## src/rtl/qstat_pkg.sv

```systemverilog
// Constants shared by the questionable frequency and modulation status logic
package qstat_pkg;
  localparam int unsigned REG_WIDTH = 16;
  localparam int unsigned SEL_WIDTH = 4;

  // Register selects on the command port
  localparam logic [3:0] SEL_FREQ_CONDITION = 4'h0;
  localparam logic [3:0] SEL_FREQ_NEGATIVE_FILTER = 4'h1;
  localparam logic [3:0] SEL_FREQ_POSITIVE_FILTER = 4'h2;
  localparam logic [3:0] SEL_FREQ_EVENT_LATCH = 4'h3;
  localparam logic [3:0] SEL_FREQ_EVENT_MASK = 4'h4;
  localparam logic [3:0] SEL_MOD_CONDITION = 4'h8;
  localparam logic [3:0] SEL_MOD_NEGATIVE_FILTER = 4'h9;
  localparam logic [3:0] SEL_MOD_POSITIVE_FILTER = 4'ha;
  localparam logic [3:0] SEL_MOD_EVENT_LATCH = 4'hb;
  localparam logic [3:0] SEL_MOD_EVENT_MASK = 4'hc;
  localparam logic [3:0] SEL_GROUP_MASK = 4'h7;
  localparam int unsigned SEL_GROUP_BIT = 3;

  // Frequency condition bit positions
  localparam int unsigned FREQ_SYNTH_BIT = 0;
  localparam int unsigned FREQ_LOW_REF_BIT = 1;
  localparam int unsigned FREQ_HIGH_REF_BIT = 2;
  localparam int unsigned FREQ_BASEBAND_BIT = 3;
  localparam int unsigned FREQ_SAMPLER_BIT = 5;
  localparam int unsigned FREQ_OSC_LOOP_BIT = 6;
  localparam logic [15:0] FREQ_VALID_BITS = 16'h006f;

  // Modulation condition bit positions
  localparam int unsigned MOD_EXT1_UNDER_BIT = 0;
  localparam int unsigned MOD_EXT1_OVER_BIT = 1;
  localparam int unsigned MOD_EXT2_UNDER_BIT = 2;
  localparam int unsigned MOD_EXT2_OVER_BIT = 3;
  localparam int unsigned MOD_UNCAL_BIT = 4;
  localparam logic [15:0] MOD_VALID_BITS = 16'h001f;

  // Summary positions in the parent questionable condition register
  localparam int unsigned PARENT_FREQ_BIT = 5;
  localparam int unsigned PARENT_MOD_BIT = 7;

  // Reset values
  localparam logic [15:0] RST_COND = 16'h0000;
  localparam logic [15:0] RST_POS_FILTER = 16'h7fff;
  localparam logic [15:0] RST_NEG_FILTER = 16'h0000;
  localparam logic [15:0] RST_EVENT = 16'h0000;
  localparam logic [15:0] RST_MASK = 16'h0000;
  localparam logic [15:0] ZERO_WORD = 16'h0000;
endpackage

```

## src/rtl/status_group_if.sv

```systemverilog
// Carrier between the status top and one status group
`timescale 1ns/10ps
interface status_group_if #(parameter int unsigned WIDTH = 16);
  logic [WIDTH-1:0] cond_raw;
  logic [WIDTH-1:0] wdata;
  logic wr_pos;
  logic wr_neg;
  logic wr_mask;
  logic rd_clear;
  logic [WIDTH-1:0] cond;
  logic [WIDTH-1:0] pos_filter;
  logic [WIDTH-1:0] neg_filter;
  logic [WIDTH-1:0] event_latch;
  logic [WIDTH-1:0] event_mask;
  logic summary;

  modport group (
    input cond_raw, wdata, wr_pos, wr_neg, wr_mask, rd_clear,
    output cond, pos_filter, neg_filter, event_latch, event_mask, summary
  );
  modport owner (
    output cond_raw, wdata, wr_pos, wr_neg, wr_mask, rd_clear,
    input cond, pos_filter, neg_filter, event_latch, event_mask, summary
  );
endinterface

```

## src/rtl/questionable_freq_mod_status.sv

```systemverilog
// Questionable frequency and modulation status groups behind a command port
`timescale 1ns/10ps
module questionable_freq_mod_status #(
  parameter int unsigned WIDTH = qstat_pkg::REG_WIDTH
) (
  input wire logic sys_clk,
  input wire logic rstn,
  input wire logic synth_lock_lost,
  input wire logic low_reference_lock_lost,
  input wire logic high_reference_lock_lost,
  input wire logic baseband_lock_lost,
  input wire logic sampler_loop_lock_lost,
  input wire logic oscillator_loop_lock_lost,
  input wire logic ext1_ac_coupled,
  input wire logic ext1_level_low,
  input wire logic ext1_level_high,
  input wire logic ext2_ac_coupled,
  input wire logic ext2_level_low,
  input wire logic ext2_level_high,
  input wire logic modulation_uncalibrated,
  input wire logic cmd_valid,
  input wire logic cmd_write,
  input wire logic [qstat_pkg::SEL_WIDTH-1:0] cmd_sel,
  input wire logic [WIDTH-1:0] cmd_wdata,
  output logic rsp_valid,
  output logic [WIDTH-1:0] rsp_data,
  output logic [WIDTH-1:0] questionable_summary
);
  typedef struct packed {
    logic rsp_valid;
    logic [WIDTH-1:0] rsp_data;
  } top_state_type;

  top_state_type state_r;
  top_state_type state_nxt;
  logic cmd_read;
  logic cmd_wr;
  logic [WIDTH-1:0] freq_raw;
  logic [WIDTH-1:0] mod_raw;

  status_group_if #(.WIDTH(WIDTH)) freq_if ();
  status_group_if #(.WIDTH(WIDTH)) mod_if ();

  // Register index inside a group, independent of which group is addressed
  function automatic logic [qstat_pkg::SEL_WIDTH-1:0] reg_index(
    input logic [qstat_pkg::SEL_WIDTH-1:0] sel
  );
    reg_index = sel & qstat_pkg::SEL_GROUP_MASK;
  endfunction

  function automatic logic hits(
    input logic [qstat_pkg::SEL_WIDTH-1:0] sel,
    input logic [qstat_pkg::SEL_WIDTH-1:0] target
  );
    hits = (sel == target);
  endfunction

  assign cmd_read = cmd_valid & ~cmd_write;
  assign cmd_wr = cmd_valid & cmd_write;

  always_comb
  begin
    freq_raw = '0;
    freq_raw[qstat_pkg::FREQ_SYNTH_BIT] = synth_lock_lost;
    freq_raw[qstat_pkg::FREQ_LOW_REF_BIT] = low_reference_lock_lost;
    freq_raw[qstat_pkg::FREQ_HIGH_REF_BIT] = high_reference_lock_lost;
    freq_raw[qstat_pkg::FREQ_BASEBAND_BIT] = baseband_lock_lost;
    freq_raw[qstat_pkg::FREQ_SAMPLER_BIT] = sampler_loop_lock_lost;
    freq_raw[qstat_pkg::FREQ_OSC_LOOP_BIT] = oscillator_loop_lock_lost;
  end

  always_comb
  begin
    mod_raw = '0;
    // Level detectors only count with ac coupling on
    mod_raw[qstat_pkg::MOD_EXT1_UNDER_BIT] = ext1_ac_coupled & ext1_level_low;
    mod_raw[qstat_pkg::MOD_EXT2_UNDER_BIT] = ext2_ac_coupled & ext2_level_low;
    mod_raw[qstat_pkg::MOD_EXT1_OVER_BIT] = ext1_ac_coupled & ext1_level_high;
    mod_raw[qstat_pkg::MOD_EXT2_OVER_BIT] = ext2_ac_coupled & ext2_level_high;
    mod_raw[qstat_pkg::MOD_UNCAL_BIT] = modulation_uncalibrated;
  end

  assign freq_if.cond_raw = freq_raw;
  assign freq_if.wdata = cmd_wdata;
  assign freq_if.wr_pos = cmd_wr & hits(cmd_sel, qstat_pkg::SEL_FREQ_POSITIVE_FILTER);
  assign freq_if.wr_neg = cmd_wr & hits(cmd_sel, qstat_pkg::SEL_FREQ_NEGATIVE_FILTER);
  assign freq_if.wr_mask = cmd_wr & hits(cmd_sel, qstat_pkg::SEL_FREQ_EVENT_MASK);
  assign freq_if.rd_clear = cmd_read & hits(cmd_sel, qstat_pkg::SEL_FREQ_EVENT_LATCH);

  assign mod_if.cond_raw = mod_raw;
  assign mod_if.wdata = cmd_wdata;
  assign mod_if.wr_pos = cmd_wr & hits(cmd_sel, qstat_pkg::SEL_MOD_POSITIVE_FILTER);
  assign mod_if.wr_neg = cmd_wr & hits(cmd_sel, qstat_pkg::SEL_MOD_NEGATIVE_FILTER);
  assign mod_if.wr_mask = cmd_wr & hits(cmd_sel, qstat_pkg::SEL_MOD_EVENT_MASK);
  assign mod_if.rd_clear = cmd_read & hits(cmd_sel, qstat_pkg::SEL_MOD_EVENT_LATCH);

  status_group #(
    .WIDTH(WIDTH),
    .VALID_BITS(qstat_pkg::FREQ_VALID_BITS)
  ) freq_group (
    .sys_clk(sys_clk),
    .rstn(rstn),
    .grp(freq_if)
  );

  status_group #(
    .WIDTH(WIDTH),
    .VALID_BITS(qstat_pkg::MOD_VALID_BITS)
  ) mod_group (
    .sys_clk(sys_clk),
    .rstn(rstn),
    .grp(mod_if)
  );

  always_comb
  begin
    logic [WIDTH-1:0] cond_v;
    logic [WIDTH-1:0] neg_v;
    logic [WIDTH-1:0] pos_v;
    logic [WIDTH-1:0] evt_v;
    logic [WIDTH-1:0] mask_v;
    cond_v = '0;
    neg_v = '0;
    pos_v = '0;
    evt_v = '0;
    mask_v = '0;
    state_nxt = state_r;
    state_nxt.rsp_valid = cmd_valid;
    state_nxt.rsp_data = qstat_pkg::ZERO_WORD[WIDTH-1:0];
    if (cmd_sel[qstat_pkg::SEL_GROUP_BIT])
    begin
      cond_v = mod_if.cond;
      neg_v = mod_if.neg_filter;
      pos_v = mod_if.pos_filter;
      evt_v = mod_if.event_latch;
      mask_v = mod_if.event_mask;
    end
    else
    begin
      cond_v = freq_if.cond;
      neg_v = freq_if.neg_filter;
      pos_v = freq_if.pos_filter;
      evt_v = freq_if.event_latch;
      mask_v = freq_if.event_mask;
    end
    // Writes answer with zero; unmapped reads also answer zero
    if (cmd_read)
    begin
      unique case (reg_index(cmd_sel))
        reg_index(qstat_pkg::SEL_FREQ_CONDITION): state_nxt.rsp_data = cond_v;
        reg_index(qstat_pkg::SEL_FREQ_NEGATIVE_FILTER): state_nxt.rsp_data = neg_v;
        reg_index(qstat_pkg::SEL_FREQ_POSITIVE_FILTER): state_nxt.rsp_data = pos_v;
        // Pre-clear contents are returned; the clear lands on the same edge
        reg_index(qstat_pkg::SEL_FREQ_EVENT_LATCH): state_nxt.rsp_data = evt_v;
        reg_index(qstat_pkg::SEL_FREQ_EVENT_MASK): state_nxt.rsp_data = mask_v;
        default: state_nxt.rsp_data = qstat_pkg::ZERO_WORD[WIDTH-1:0];
      endcase
    end
  end

  always_ff @(posedge sys_clk)
  begin
    if (!rstn)
    begin
      state_r.rsp_valid <= 1'b0;
      state_r.rsp_data <= qstat_pkg::ZERO_WORD[WIDTH-1:0];
    end
    else
    begin
      state_r <= state_nxt;
    end
  end

  assign rsp_valid = state_r.rsp_valid;
  assign rsp_data = state_r.rsp_data;

  always_comb
  begin
    questionable_summary = '0;
    questionable_summary[qstat_pkg::PARENT_FREQ_BIT] = freq_if.summary;
    questionable_summary[qstat_pkg::PARENT_MOD_BIT] = mod_if.summary;
  end
endmodule // questionable_freq_mod_status

```

## src/rtl/status_group.sv

```systemverilog
// One status group: condition, transition filters, event latch, enable mask
`timescale 1ns/10ps
module status_group #(
  parameter int unsigned WIDTH = 16,
  parameter logic [15:0] VALID_BITS = 16'h0000
) (
  input wire logic sys_clk,
  input wire logic rstn,
  status_group_if.group grp
);
  typedef struct packed {
    logic [WIDTH-1:0] cond;
    logic [WIDTH-1:0] pos_filter;
    logic [WIDTH-1:0] neg_filter;
    logic [WIDTH-1:0] event_latch;
    logic [WIDTH-1:0] event_mask;
    logic summary;
  } group_state_type;

  group_state_type state_r;
  group_state_type state_nxt;
  logic [WIDTH-1:0] rise;
  logic [WIDTH-1:0] fall;

  always_comb
  begin
    state_nxt = state_r;
    // Unused and top bits forced low, writes never reach the condition
    state_nxt.cond = grp.cond_raw & VALID_BITS[WIDTH-1:0];
    rise = state_nxt.cond & ~state_r.cond & state_r.pos_filter;
    fall = ~state_nxt.cond & state_r.cond & state_r.neg_filter;
    // New events are OR-ed after the clear so a coincident event survives
    state_nxt.event_latch = (grp.rd_clear ? '0 : state_r.event_latch) | rise | fall;
    if (grp.wr_pos)
    begin
      state_nxt.pos_filter = grp.wdata;
    end
    if (grp.wr_neg)
    begin
      state_nxt.neg_filter = grp.wdata;
    end
    if (grp.wr_mask)
    begin
      state_nxt.event_mask = grp.wdata;
    end
    // Built from next values so it tracks the stored latch and mask exactly
    state_nxt.summary = |(state_nxt.event_latch & state_nxt.event_mask);
  end

  always_ff @(posedge sys_clk)
  begin
    if (!rstn)
    begin
      state_r.cond <= qstat_pkg::RST_COND[WIDTH-1:0];
      state_r.pos_filter <= qstat_pkg::RST_POS_FILTER[WIDTH-1:0];
      state_r.neg_filter <= qstat_pkg::RST_NEG_FILTER[WIDTH-1:0];
      state_r.event_latch <= qstat_pkg::RST_EVENT[WIDTH-1:0];
      state_r.event_mask <= qstat_pkg::RST_MASK[WIDTH-1:0];
      state_r.summary <= 1'b0;
    end
    else
    begin
      state_r <= state_nxt;
    end
  end

  assign grp.cond = state_r.cond;
  assign grp.pos_filter = state_r.pos_filter;
  assign grp.neg_filter = state_r.neg_filter;
  assign grp.event_latch = state_r.event_latch;
  assign grp.event_mask = state_r.event_mask;
  assign grp.summary = state_r.summary;
endmodule // status_group

```

## config.mk

```make
export PLATFORM = sky130hd
export DESIGN_NAME = questionable_freq_mod_status
export DESIGN_NICKNAME = d
export VERILOG_FILES = /design/src/rtl/qstat_pkg.sv /design/src/rtl/status_group_if.sv /design/src/rtl/questionable_freq_mod_status.sv /design/src/rtl/status_group.sv
export SDC_FILE = /design/constraint.sdc
export NUM_CORES = 1
export LEC_CHECK = 0
export BUFFER_PORTS_ARGS = -buffer_cell sky130_fd_sc_hd__buf_2
export CORE_MARGIN = 5
export CORE_UTILIZATION = 41
export CTS_BUF_LIST = sky130_fd_sc_hd__clkbuf_2
export DETAILED_ROUTE_END_ITERATION = 8
export SYNTH_ARGS = -nofsm -noshare
export SYNTH_HDL_FRONTEND = slang
export SYNTH_SLANG_ARGS = --single-unit
```

## constraint.sdc

```tcl
create_clock -name sys_clk -period 2.3 [get_ports sys_clk]
set_input_delay 0 -clock sys_clk [delete_from_list [all_inputs] [get_ports sys_clk]]
set_output_delay 0 -clock sys_clk [all_outputs]
set_load 0.01 [all_outputs]
```

; ---- Yosys cells after proc, flatten, opt, wreduce, memory -nomap -nowiden
; Index checks and enable logic that the tools add are counted.
[word_totals]
ff_bits = 179
out_inout_bits = 33
wordCells = 75
[op_classes]
eq_ne = 12
mux = 10
n_bitwise = 33
reduce_logical = 4
[op_table]
columns = cell, n
row1 = $mux W16, 9
row2 = $and A16 B16 Y16, 8
row3 = $pmux W16 S5, 1
row4 = $or A16 B16 Y16, 4
row5 = $not A16 Y16, 2
row6 = $reduce_or A16 Y1, 2
row7 = $and A5 B16 Y16, 1
row8 = $and A7 B16 Y16, 1
row9 = $eq A4 B4 Y1 const B, 4
row10 = $not A5 Y16, 1
row11 = $not A7 Y16, 1
row12 = $and A1 B1 Y1, 14
row13 = $eq A4 B2 Y1 const B, 2
row14 = $eq A3 B2 Y1 const B, 2
row15 = $eq A4 B1 Y1 const B, 1
row16 = $eq A4 B3 Y1 const B, 1
row17 = $logic_not A4 Y1, 1
row18 = $eq A3 B1 Y1 const B, 1
row19 = $eq A3 B3 Y1 const B, 1
row20 = $reduce_and A2 Y1, 1
row21 = $not A1 Y1, 1

; ---- Logic depth before layout (Yosys ltp)
; Gate-level depths: netlist (run 1).
[logic_depth]
word_depth = 8
mapped_depth = 9
mapped_depth_nobuf = 6

; ---- By module
; From an unflattened synthesis (run 1), not the netlist that was laid out.
[unflattened]
cells_unflattened = 735
hier_area_um2 = 7223.2
[modules_own_cells]
columns = mod, instances, cells_per_inst, area_each_um2, seq_area_each_um2
row1 = status_group (mod_group), 1, 254, 2635.0, 1401.3
row2 = status_group (freq_group), 1, 260, 2622.5, 1421.4
row3 = questionable_freq_mod_status, 1, 221, 1965.6, 340.3

; ---- Worst setup path before layout (run 1)
; No wires, ideal clock.
[synth_timing]
kind = input to register
startpoint = input cmd_sel[3] (netlist name)
endpoint = register mod_group.grp.summary (netlist name)
setup_ns = 0.125
t_arrival_ns = 1.946
path_slack_ns = 0.229
stages = 7
path_buffers = 1
cell_sequence = clkbuf_1 -> nand2b_2 -> nor2_2 -> mux2_1 -> and3_1 -> or4_1 -> o41a_1
[synth_via]
elab_chain_cells = 7
[synth_lines]
columns = item, line
row1 = start: declaration, questionable_freq_mod_status.sv:23  ; input wire logic [qstat_pkg::SEL_WIDTH-1:0] cmd_sel,
row2 = $eq A4 B4 Y1, questionable_freq_mod_status.sv:55  ; hits = (sel == target);
row3 = $and A1 B1 Y1, questionable_freq_mod_status.sv:95  ; assign mod_if.rd_clear = cmd_read & hits(cmd_sel, qstat_pkg::SEL_MOD_EVENT_LATCH);
row4 = $mux W16, status_group.sv:33  ; state_nxt.event_latch = (grp.rd_clear ? '0 : state_r.event_latch) | rise | fall;
row5 = $or A16 B16 Y16 (2 in series), status_group.sv:33
row6 = $and A16 B16 Y16 (*), status_group.sv:47  ; state_nxt.summary = |(state_nxt.event_latch & state_nxt.event_mask);
row7 = $reduce_or A16 Y1 (*), status_group.sv:47
; Every way passes the cells marked *; elsewhere a longest branch is shown, timed or not.
; A chain may end at the register's enable or synchronous reset.

; ---- Worst setup path in the final report (run 1)
[layout_timing]
startpoint = input ext1_level_high
endpoint = register mod_group.grp.summary (netlist name)
[layout_via]
elab_chain_cells = 7
[layout_lines]
columns = item, line
row1 = start: declaration, questionable_freq_mod_status.sv:16  ; input wire logic ext1_level_high,
row2 = $and A1 B1 Y1 (*), questionable_freq_mod_status.sv:78  ; mod_raw[qstat_pkg::MOD_EXT1_OVER_BIT] = ext1_ac_coupled & ext1_level_high;
row3 = $and A5 B16 Y16 / $not A5 Y16 (equally long branches), "status_group.sv:30, status_group.sv:31"
row4 = $and A16 B16 Y16 (on tied branches), "status_group.sv:30, status_group.sv:31"
row5 = $or A16 B16 Y16 / $and A16 B16 Y16 (equally long branches), "status_group.sv:33, status_group.sv:31"
row6 = $or A16 B16 Y16 (*), status_group.sv:33
row7 = $and A16 B16 Y16 (*), status_group.sv:47
row8 = $reduce_or A16 Y1 (*), status_group.sv:47
; Marked as above.

==> results by group, run 1 <==
Status
  – Status: completed

Synth
  – Top_reg_cell synth: dfxtp_1
  – Post-Synth XOR/XNOR Area: 0%
  – Synth warn: 0
  – Post-synth EDFFs: 0
  – Post-synth top area cell: dfxtp_1
  – Syn Inst Count: 802
  – Register bit total from synthesis: 158
  – Synthesized cell area: 6830 um^2
  – Fraction of registers with async set/reset: 0%
  – Post-synthesis mux area share: 10.7%
  – Mean post-synth cell area: 8.52 um^2
  – Sequential fraction of the synthesis area: 46.3%
  – Yosys cell types: 52
  – Synth Area in Compound Gates: 15.4%
  – Adder-cell share of the synthesized area: 0%
  – Ranking of synthesized cells by area: dfxtp_1 46%, nand2_1 8.2%, mux2i_1 7.9%
  – Post-Synth Simple-Gate Area: 21.7%
  – Synth top area share: 46.3%
  – Largest family of logic cells by synthesized area: simple AND/OR/NAND/NOR gates

Routing
  – Routed Antenna Nets: 0
  – # DRC: 0
  – Router iterations before antenna repair: 6
  – Routed WL per cell: 18.6 um
  – Routed vias/inst: 5.47
  – Drt total wl: 21.6 mm
  – Starting DRT DRC Count: 692
  – Via Count: 6,338

GRT
  – Total GRT Usage: 22.1%
  – Number of global-route vias before repair: 5,920
  – First-pass GRT wire length: 33.8 mm
  – Largest net degree at the start of global routing: 54
  – Grt total ovfl: 0
  – Initial antenna violation count: 1

Layout
  – Final core occ: 50.6%
  – Fill cells: 1,593
  – Final net count: 962
  – Area Overhead vs Synth: 22.1%
  – Layout cells sized above 1: 15.2%
  – Most frequent cells in the layout: 158 x dfxtp_1, 150 x nand2_1, 72 x dlygate4sd3_1, 59 x a21oi_1, 56 x nor2_1
  – Most common cell after layout, fill and taps aside: dfxtp_1
  – Final instance area: 8340 um^2

STA
  – Slew HR: 43.8%
  – Crit share post-route: 97.2%
  – Clock skew: 0.0384 ns
  – F_max: 447 MHz
  – RSZ-0062 raised after global routing: no
  – Fin. max-slew vios: 0
  – Sum Neg Setup Slack: 0 ns
  – Slew @ Worst Pin: 0.842 ns
  – Hold Fails Final Rpt: 0
  – Final setup viols: 0
  – Fin crit period: 2.24 ns

Clock tree
  – Clock Tree Buf Depth: 2
  – Clk sinks: 158
  – CTS tree: done
  – Setup Buffers After CTS: 0
  – Root Buffer Master: clkbuf_2
  – CTS clk-pin slew, worst paths: 0.25 ns
  – Clock H-tree levels: 4
  – CTS Buf Count: 17
  – Worst skew pair latency: 0.77 ns

Worst setup path
  – Worst path cell trace: dlygate4sd3_1 > buf_2 > dlygate4sd3_1 > nand2_1 > dlygate4sd3_1 > nand3_1 > a31oi_1 > or4_1 > o41a_1
  – Critical Path RT: 2.99 ns
  – Critical path's slowest cell: dlygate4sd3_1
  – CP Capture Type: flip-flop
  – Slowest cell delay on critical path: 0.56 ns
  – Crit path DAT: 2.93 ns
  – CP startpoint kind: input port
  – Most common cell on crit path: dlygate4sd3_1
  – CP Class: in -> reg
  – Critical path fanouts, max: 2

Floorplanning
  – Std cell rows: 47
  – Core area: 16,500 um^2
  – Full die area: 19,300 um^2
  – Starting density of the core: 41.5%
  – Die Y: 139 um
  – Num ports: 70
  – Die Wd: 139 um

Worst hold path
  – HP Class: in -> reg

Power
  – Reg power frac: 57.0%
  – Combinational fraction of design power: 10.9%
  – Leakage: 3.48 nW
  – VDD IR max: 0.000343 V
  – Clk pwr share: 32.1%
  – Net Sw Frac: 27.1%
  – Final Power: 4.95 mW
  – Pwr/cell area: 593 nW/um^2
  – Net Sw Power: 1.34 mW
  – Pint: 3.61 mW

Placement
  – Gpl congestion: 0.893
  – Port bufs: 55
  – Area after DPL: 7370 um^2
  – DPL Wire Length: 14.3 mm

Flow run
  – Max-cap violation count: 0
==> layout make-up <==
type | count | area, um^2 | area share, %
diodes | 1 | 2.50 | 0.0300
flip-flops and latches | 158 | 3160 | 37.9
clock buffers | 18 | 90.1 | 1.08
multi-input cells | 575 | 3330 | 39.9
well taps | 220 | 275 | 3.30
clock inverters | 14 | 150 | 1.80
repair buffers | 163 | 1290 | 15.5
inverters | 10 | 37.5 | 0.450
==> kinds of logic after synthesis <==
group | after synthesis
other | 1
AO/OA/AOI/OAI | 168
buffers and inverters | 82
multiplexers | 71
AND/OR/NAND/NOR | 322
flip-flops | 158
==> through the flow <==
step,std cells,worst slack [ns],hold WS (ns)
after floorplan,815,0.229,0.122
after global placement,1054,0.147,0.229
after detailed placement,1054,0.0985,0.235
after CTS,1158,0.123,0.0344
after global routing,1159,0.0202,0.0310
final,1159,0.0638,0.0525
==> critical path, delay by kind of cell <==
kind	cells	cell delay, ns
AOI/OAI and AO/OA	2	0.47
and+or+nand+nor	3	0.71
buffers and inverters	4	1.73
==> synth_stat cells, drive strengths merged (11+ instances only) <==
| cell | number |
|---|---|
| a211oi | 11 |
| a21oi | 59 |
| a22oi | 21 |
| and2 | 14 |
| and3 | 17 |
| buf | 30 |
| clkbuf | 42 |
| dfxtp | 158 |
| mux2 | 17 |
| mux2i | 54 |
| nand2 | 151 |
| nand3 | 41 |
| nor2 | 57 |
| o21ai | 25 |
| o22ai | 20 |
==> flip-flops by register name, indices dropped and copies added, names as in the netlist <==
| register | cells |
|---|---|
| rsp_data | 16 |
| freq_group.grp.event_mask | 16 |
| mod_group.grp.cond | 5 |
| mod_group.grp.event_latch | 16 |
| freq_group.grp.cond | 6 |
| freq_group.grp.neg_filter | 16 |
| mod_group.grp.event_mask | 16 |
| freq_group.grp.pos_filter | 16 |
| mod_group.grp.pos_filter | 16 |
| mod_group.grp.summary | 1 |
| mod_group.grp.neg_filter | 16 |
| freq_group.grp.event_latch | 16 |
| freq_group.grp.summary | 1 |
| rsp_valid | 1 |
==> worst paths after layout <==
check	from	to	slack [ns]	depth (start not counted)
setup reg to reg	mod_group.grp.event_mask[9]	mod_group.grp.event_mask[9]	0.43	4
setup / recovery	ext1_level_high	mod_group.grp.summary	0.06	9
hold / removal	cmd_wdata[0]	mod_group.grp.neg_filter[0]	0.05	4
hold reg to reg	mod_group.grp.neg_filter[9]	mod_group.grp.neg_filter[9]	0.47	2
==> per-layer routing <==
layer  up-vias  global-route usage (%)  share of wire (%)
li1       3029                       -                  -
met1      3007                    32.0                 46
met2       263                    33.3                 45
met3        39                    4.76                7.2
met4         0                    6.18                2.0
met5         -                       0                  0
==> power by group through the flow <==
stage	logic (mW)	clock network (mW)	registers [mW]
global placement	0.450	0	2.87
floorplan	0.283	0	2.86
finish	0.537	1.59	2.82
CTS	0.531	1.61	2.82
global route	0.580	1.72	2.83
detailed placement	0.450	0	2.87
==> timing repair <==
item                                   4_1_cts  5_1_grt
endpoints found under the hold margin      150        0
gates resized for setup                      0        0
hold buffers                                72        0
Power figures use the tool's default switching activity.
==> run 2: changes to the inputs <==
--- a/config.mk
+++ b/config.mk
@@ -10,6 +10,7 @@
 export CORE_UTILIZATION = 41
 export CTS_BUF_LIST = sky130_fd_sc_hd__clkbuf_2
 export DETAILED_ROUTE_END_ITERATION = 8
+export PLACE_DENSITY_LB_ADDON = 0.2
 export SYNTH_ARGS = -nofsm -noshare
 export SYNTH_HDL_FRONTEND = slang
 export SYNTH_SLANG_ARGS = --single-unit
==> run 2 against run 1 <==
  * The run now ends with setup timing left
  * Clock skew decreased by 0.012 ns
  * Count of clock-buffer cells in the layout increased by 1
  * Power decreased by 0.45%
  * First-iteration DRC count decreased by 21%
  * Cell count increased by 2.3%
  * Register-to-register slack about the same
  * Clock power decreased by 4%
  * Utilization increased by 1.8 points
  * Worst hold slack got worse by 0.0026 ns
  * Non-clock buffer count increased by 29
  * Via count increased by 1.9%
  * Design area increased by 3.5%
  * Critical path type unchanged
==> results by group, run 2 (synthesis gave the netlist of run 1 again) <==
Worst hold path
  – Hold endpoint: rsp_data[8]
  – HP Class: in -> reg
  – Hold Path Depth: 5
  – Worst hold path startpoint: cmd_sel[2]

Floorplanning
  – Die Wd: 139 um
  – Num ports: 70
  – Die Y: 139 um
  – Full die area: 19,300 um^2
  – Core area: 16,500 um^2
  – Starting density of the core: 41.5%
  – Std cell rows: 47

Layout
  – Final net count: 991
  – Fill cells: 1,611
  – Final core occ: 52.4%
  – Most frequent cells in the layout: 158 x dfxtp_1, 150 x nand2_1, 101 x dlygate4sd3_1, 58 x a21oi_1, 56 x nor2_1
  – Area Overhead vs Synth: 26.3%
  – Layout cells sized above 1: 15.0%
  – Most common cell after layout, fill and taps aside: dfxtp_1

Flow run
  – Max-cap violation count: 0

Status
  – Failing checks: setup timing
  – Status: complete, but fails checks

Routing
  – Routed WL per cell: 18.6 um
  – Via Count: 6,456
  – # DRC: 0
  – Drt total wl: 22.1 mm
  – Routed Antenna Nets: 0
  – Starting DRT DRC Count: 550
  – Routed vias/inst: 5.44
  – Router iterations before antenna repair: 6

Worst setup path
  – R2r setup slk: 0.44 ns
  – FF-to-FF Start: mod_group.grp.event_mask[13]
  – Critical Path RT: 2.99 ns
  – Crit path DAT: 2.99 ns
  – Critical path's slowest cell: dlygate4sd3_1
  – CP Capture Type: flip-flop
  – CP startpoint kind: input port
  – Worst path cell trace: dlygate4sd3_1 > buf_2 > dlygate4sd3_1 > nand2_1 > dlygate4sd3_1 > nand3_2 > a31oi_1 > or4_1 > o41a_1
  – R2R depth: 4
  – Most common cell on crit path: dlygate4sd3_1
  – CP Class: in -> reg
  – Critical path fanouts, max: 2
  – Slowest cell delay on critical path: 0.60 ns
  – Crit Reg-Reg Endpoint: mod_group.grp.event_mask[13]

STA
  – Slew @ Worst Pin: 0.859 ns
  – Worst setup slack after layout: -0.00378 ns
  – Crit share post-route: 100%
  – F_max: 434 MHz
  – Fin. max-slew vios: 0
  – Final setup viols: 1
  – Hold Slack: 0.0499 ns
  – RSZ-0062 raised after global routing: no
  – Fin crit period: 2.30 ns
  – Clock skew: 0.0267 ns
  – Sum Neg Setup Slack: -0.00378 ns
  – Hold Fails Final Rpt: 0
  – Slew HR: 42.8%

Power
  – VDD IR max: 0.000272 V
  – Pint: 3.62 mW
  – Leakage: 3.61 nW
  – Pwr/cell area: 570 nW/um^2
  – Final Power: 4.92 mW
  – Net Sw Frac: 26.5%
  – Net Sw Power: 1.30 mW
  – Reg power frac: 57.2%
  – Combinational fraction of design power: 11.6%
  – Clk pwr share: 31.2%

GRT
  – Grt total ovfl: 0
  – Largest net degree at the start of global routing: 50
  – Total GRT Usage: 22.7%
  – First-pass GRT wire length: 34.9 mm
  – Number of global-route vias before repair: 6,155
  – Initial antenna violation count: 1

Clock tree
  – Clock H-tree levels: 4
  – Clk sinks: 158
  – Root Buffer Master: clkbuf_2
  – CTS clk-pin slew, worst paths: 0.22 ns
  – Clock Tree Buf Depth: 2
  – Worst skew pair latency: 0.77 ns
  – CTS tree: done
  – CTS Buf Count: 17

Placement
  – DPL Wire Length: 14.5 mm
  – Gpl congestion: 0.855
  – Port bufs: 55
run 2: critical path, delay by kind of cell:
kind	cells	cell delay [ns]
buf+inv	4	1.83
compound gates	2	0.47
simple gates	3	0.68
run 2: cell type report:
type / count / area, um^2 / share of cell area (%)
diodes: 1 / 2.50 / 0.0290
clock buffers: 19 / 95.1 / 1.10
clock inverters: 11 / 125 / 1.45
inverters: 10 / 37.5 / 0.435
multi-input cells: 575 / 3340 / 38.7
flip-flops and latches: 158 / 3160 / 36.6
well taps: 220 / 275 / 3.19
repair buffers: 192 / 1590 / 18.5
run 2: worst max path at each step:
stage / start / depth (start not counted) / end
final: ext1_level_high / 9 / mod_group.grp.summary
after detailed placement: cmd_sel[0] / 8 / mod_group.grp.summary
after floorplan: cmd_sel[3] / 7 / mod_group.grp.summary
after global routing: cmd_sel[1] / 12 / mod_group.grp.neg_filter[1]
after global placement: cmd_sel[0] / 8 / mod_group.grp.summary
after CTS: cmd_write / 10 / mod_group.grp.neg_filter[0]
run 2: through the flow:
stage,cells,area [um^2],setup slack [ns]
2_1_floorplan,815,6880,0.229
3_3_place_gp,1054,7390,0.177
3_5_place_dp,1054,7390,0.0458
4_1_cts,1185,8620,0.00225
5_1_grt,1186,8630,0.0234
6_report,1186,8630,-0.00378
run 2: power groups by stage:
stage	clock [mW]	sequential, mW	combinational, mW
3_5_place_dp	0	2.87	0.453
2_1_floorplan	0	2.86	0.283
5_1_grt	1.68	2.82	0.614
4_1_cts	1.55	2.82	0.559
6_report	1.53	2.82	0.571
3_3_place_gp	0	2.87	0.453
run 2: layer usage:
| metal | vias to the layer above | global-route usage (%) | wire [um] |
|---|---|---|---|
| li1 | 3085 | - | - |
| met1 | 3088 | 32.3 | 10100 |
| met2 | 244 | 34.9 | 10000 |
| met3 | 39 | 5.17 | 1490 |
| met4 | 0 | 5.97 | 454 |
| met5 | - | 0 | 0 |
run 2: timing repair:
item / in CTS / in global routing
gates resized for setup: 0 / 5
buffers inserted: 0 / 0
hold buffers: 101 / 2
endpoints found under the hold margin: 154 / 34
endpoints found under the setup margin: 0 / 6
==> run 3: changes to the inputs <==
--- a/config.mk
+++ b/config.mk
@@ -10,6 +10,7 @@
 export CORE_UTILIZATION = 41
 export CTS_BUF_LIST = sky130_fd_sc_hd__clkbuf_2
 export DETAILED_ROUTE_END_ITERATION = 8
+export MAX_ROUTING_LAYER = met4
 export PLACE_DENSITY_LB_ADDON = 0.2
 export SYNTH_ARGS = -nofsm -noshare
 export SYNTH_HDL_FRONTEND = slang
==> run 3 against run 2 <==
  * The flow still finishes with violations (setup timing)
  * Routed wire length about the same
  * Clock skew decreased by 0.0064 ns
  * Global-route usage increased by 0.66 points
  * Utilization unchanged
  * Sequential power about the same
  * Design area unchanged
  * Via count about the same
  * Register-to-register slack about the same
  * First-iteration DRC count increased by 2.7%
  * Highest routed layer unchanged
==> results by group, run 3 (synthesis gave the netlist of run 1 again) <==
Floorplanning
  – Starting density of the core: 41.5%
  – Die Y: 139 um
  – Std cell rows: 47
  – Full die area: 19,300 um^2
  – Core area: 16,500 um^2
  – Num ports: 70
  – Die Wd: 139 um

Worst setup path
  – R2r setup slk: 0.44 ns
  – Crit Reg-Reg Endpoint: mod_group.grp.event_mask[13]
  – CP Capture Type: flip-flop
  – FF-to-FF Start: mod_group.grp.event_mask[13]
  – Setup crit end: mod_group.grp.summary
  – Critical Path Start: ext1_level_high
  – CP startpoint kind: input port
  – Critical path fanouts, max: 2
  – R2R depth: 4
  – CP Class: in -> reg
  – Critical Path RT: 2.98 ns
  – Crit path DAT: 2.98 ns

Routing
  – # DRC: 0
  – Routed Antenna Nets: 0
  – Starting DRT DRC Count: 565
  – Via Count: 6,462
  – Routed WL per cell: 18.6 um
  – Routed vias/inst: 5.45
  – Drt total wl: 22.1 mm
  – Router iterations before antenna repair: 5

Worst hold path
  – HP Class: in -> reg
  – Worst hold path startpoint: cmd_sel[2]

Flow run
  – Max-cap violation count: 0

Layout
  – Final instance area: 8630 um^2
  – Final net count: 991
  – Fill cells: 1,611
  – Layout cells sized above 1: 15.0%
  – Area Overhead vs Synth: 26.3%
  – Most common cell after layout, fill and taps aside: dfxtp_1
  – Post-route insts no fill: 1,186
  – Most frequent cells in the layout: 158 x dfxtp_1, 150 x nand2_1, 101 x dlygate4sd3_1, 58 x a21oi_1, 56 x nor2_1

Status
  – Status: complete, but fails checks
  – Failing checks: setup timing

STA
  – Crit share post-route: 100%
  – Fin. max-slew vios: 0
  – Slew HR: 42.4%
  – Slew @ Worst Pin: 0.865 ns
  – Fin crit period: 2.31 ns
  – Clock skew: 0.0202 ns
  – RSZ-0062 raised after global routing: no
  – Hold Fails Final Rpt: 0
  – Final setup viols: 1
  – Worst setup slack after layout: -0.00751 ns
  – F_max: 433 MHz

Clock tree
  – Root Buffer Master: clkbuf_2
  – CTS clk-pin slew, worst paths: 0.21 ns
  – Worst skew pair latency: 0.77 ns
  – Clock H-tree levels: 4
  – Clock Tree Buf Depth: 2
  – Clk sinks: 158
  – CTS tree: done
  – Setup Buffers After CTS: 0
  – CTS Buf Count: 17

GRT
  – Total GRT Usage: 23.4%
  – Grt total ovfl: 0
  – Initial antenna violation count: 1
  – Largest net degree at the start of global routing: 50
  – First-pass GRT wire length: 34.9 mm
  – Number of global-route vias before repair: 6,152

Placement
  – Port bufs: 55
  – Gpl congestion: 0.868
  – Placed insts: 1,054
  – DPL Wire Length: 14.5 mm
  – Area after DPL: 7390 um^2

Power
  – Leakage: 3.61 nW
  – VDD IR max: 0.000269 V
  – Final Power: 4.93 mW
  – Pwr/cell area: 571 nW/um^2
-- run 3: cell counts in the layout (fill, tap and decap cells not counted) --
Identical to the previous run, type by type.
-- run 3: per-layer routing --
| layer | share of wire [%] | track usage, % |
|---|---|---|
| met4 | 1.6 | 6.08 |
| met5 | 0 | - |
| met1 | 46 | 32.3 |
| met2 | 45 | 34.8 |
| met3 | 7.1 | 5.17 |
-- run 3: worst min path at each step --
stage,end,cells after the start
5_1_grt,rsp_data[8],5
3_5_place_dp,freq_group.grp.cond[5],2
2_1_floorplan,freq_group.grp.cond[0],1
3_3_place_gp,freq_group.grp.cond[1],2
4_1_cts,rsp_data[14],4
6_report,rsp_data[8],5
-- run 3: timing repair --
| item | in CTS | in global routing |
|---|---|---|
| gates resized for setup | 0 | 5 |
| hold endpoints to repair | 154 | 34 |
| endpoints found under the setup margin | 0 | 6 |
| hold buffers | 101 | 2 |
-- run 3: layout make-up --
cell class              count  area (um^2)  share of cell area [%]
well taps                 220          275                    3.19
clock buffers              19         95.1                    1.10
repair buffers            192         1590                    18.5
inverters                  10         37.5                   0.435
flip-flops and latches    158         3160                    36.6
diodes                      1         2.50                  0.0290
multi-input cells         575         3340                    38.7
clock inverters            11          125                    1.45
-- run 3: stage by stage --
stage | setup TNS [ns] | util, % | hold slack [ns] | setup slack, ns
3_5_place_dp | 0 | 44.9 | 0.233 | 0.0458
6_report | -0.00751 | 52.4 | 0.0489 | -0.00751
2_1_floorplan | 0 | - | 0.122 | 0.229
5_1_grt | 0 | 52.4 | 0.0203 | 0.0240
3_3_place_gp | 0 | 44.9 | 0.231 | 0.177
4_1_cts | 0 | 52.3 | 0.00199 | 0.00225
-- run 3: critical path, cell delays in order --
cell and delay (ns):
dlygate4sd3_1 0.53, buf_2 0.12, dlygate4sd3_1 0.57, nand2_1 0.06, dlygate4sd3_1 0.60, nand3_2 0.13, a31oi_1 0.10, or4_1 0.50
o41a_1 0.37
-- run 3: power by group --
part | switching, mW | internal [mW] | total [mW]
Clock | 0.959 | 0.582 | 1.54
Combinational | 0.323 | 0.249 | 0.572
Sequential | 0.0284 | 2.79 | 2.82
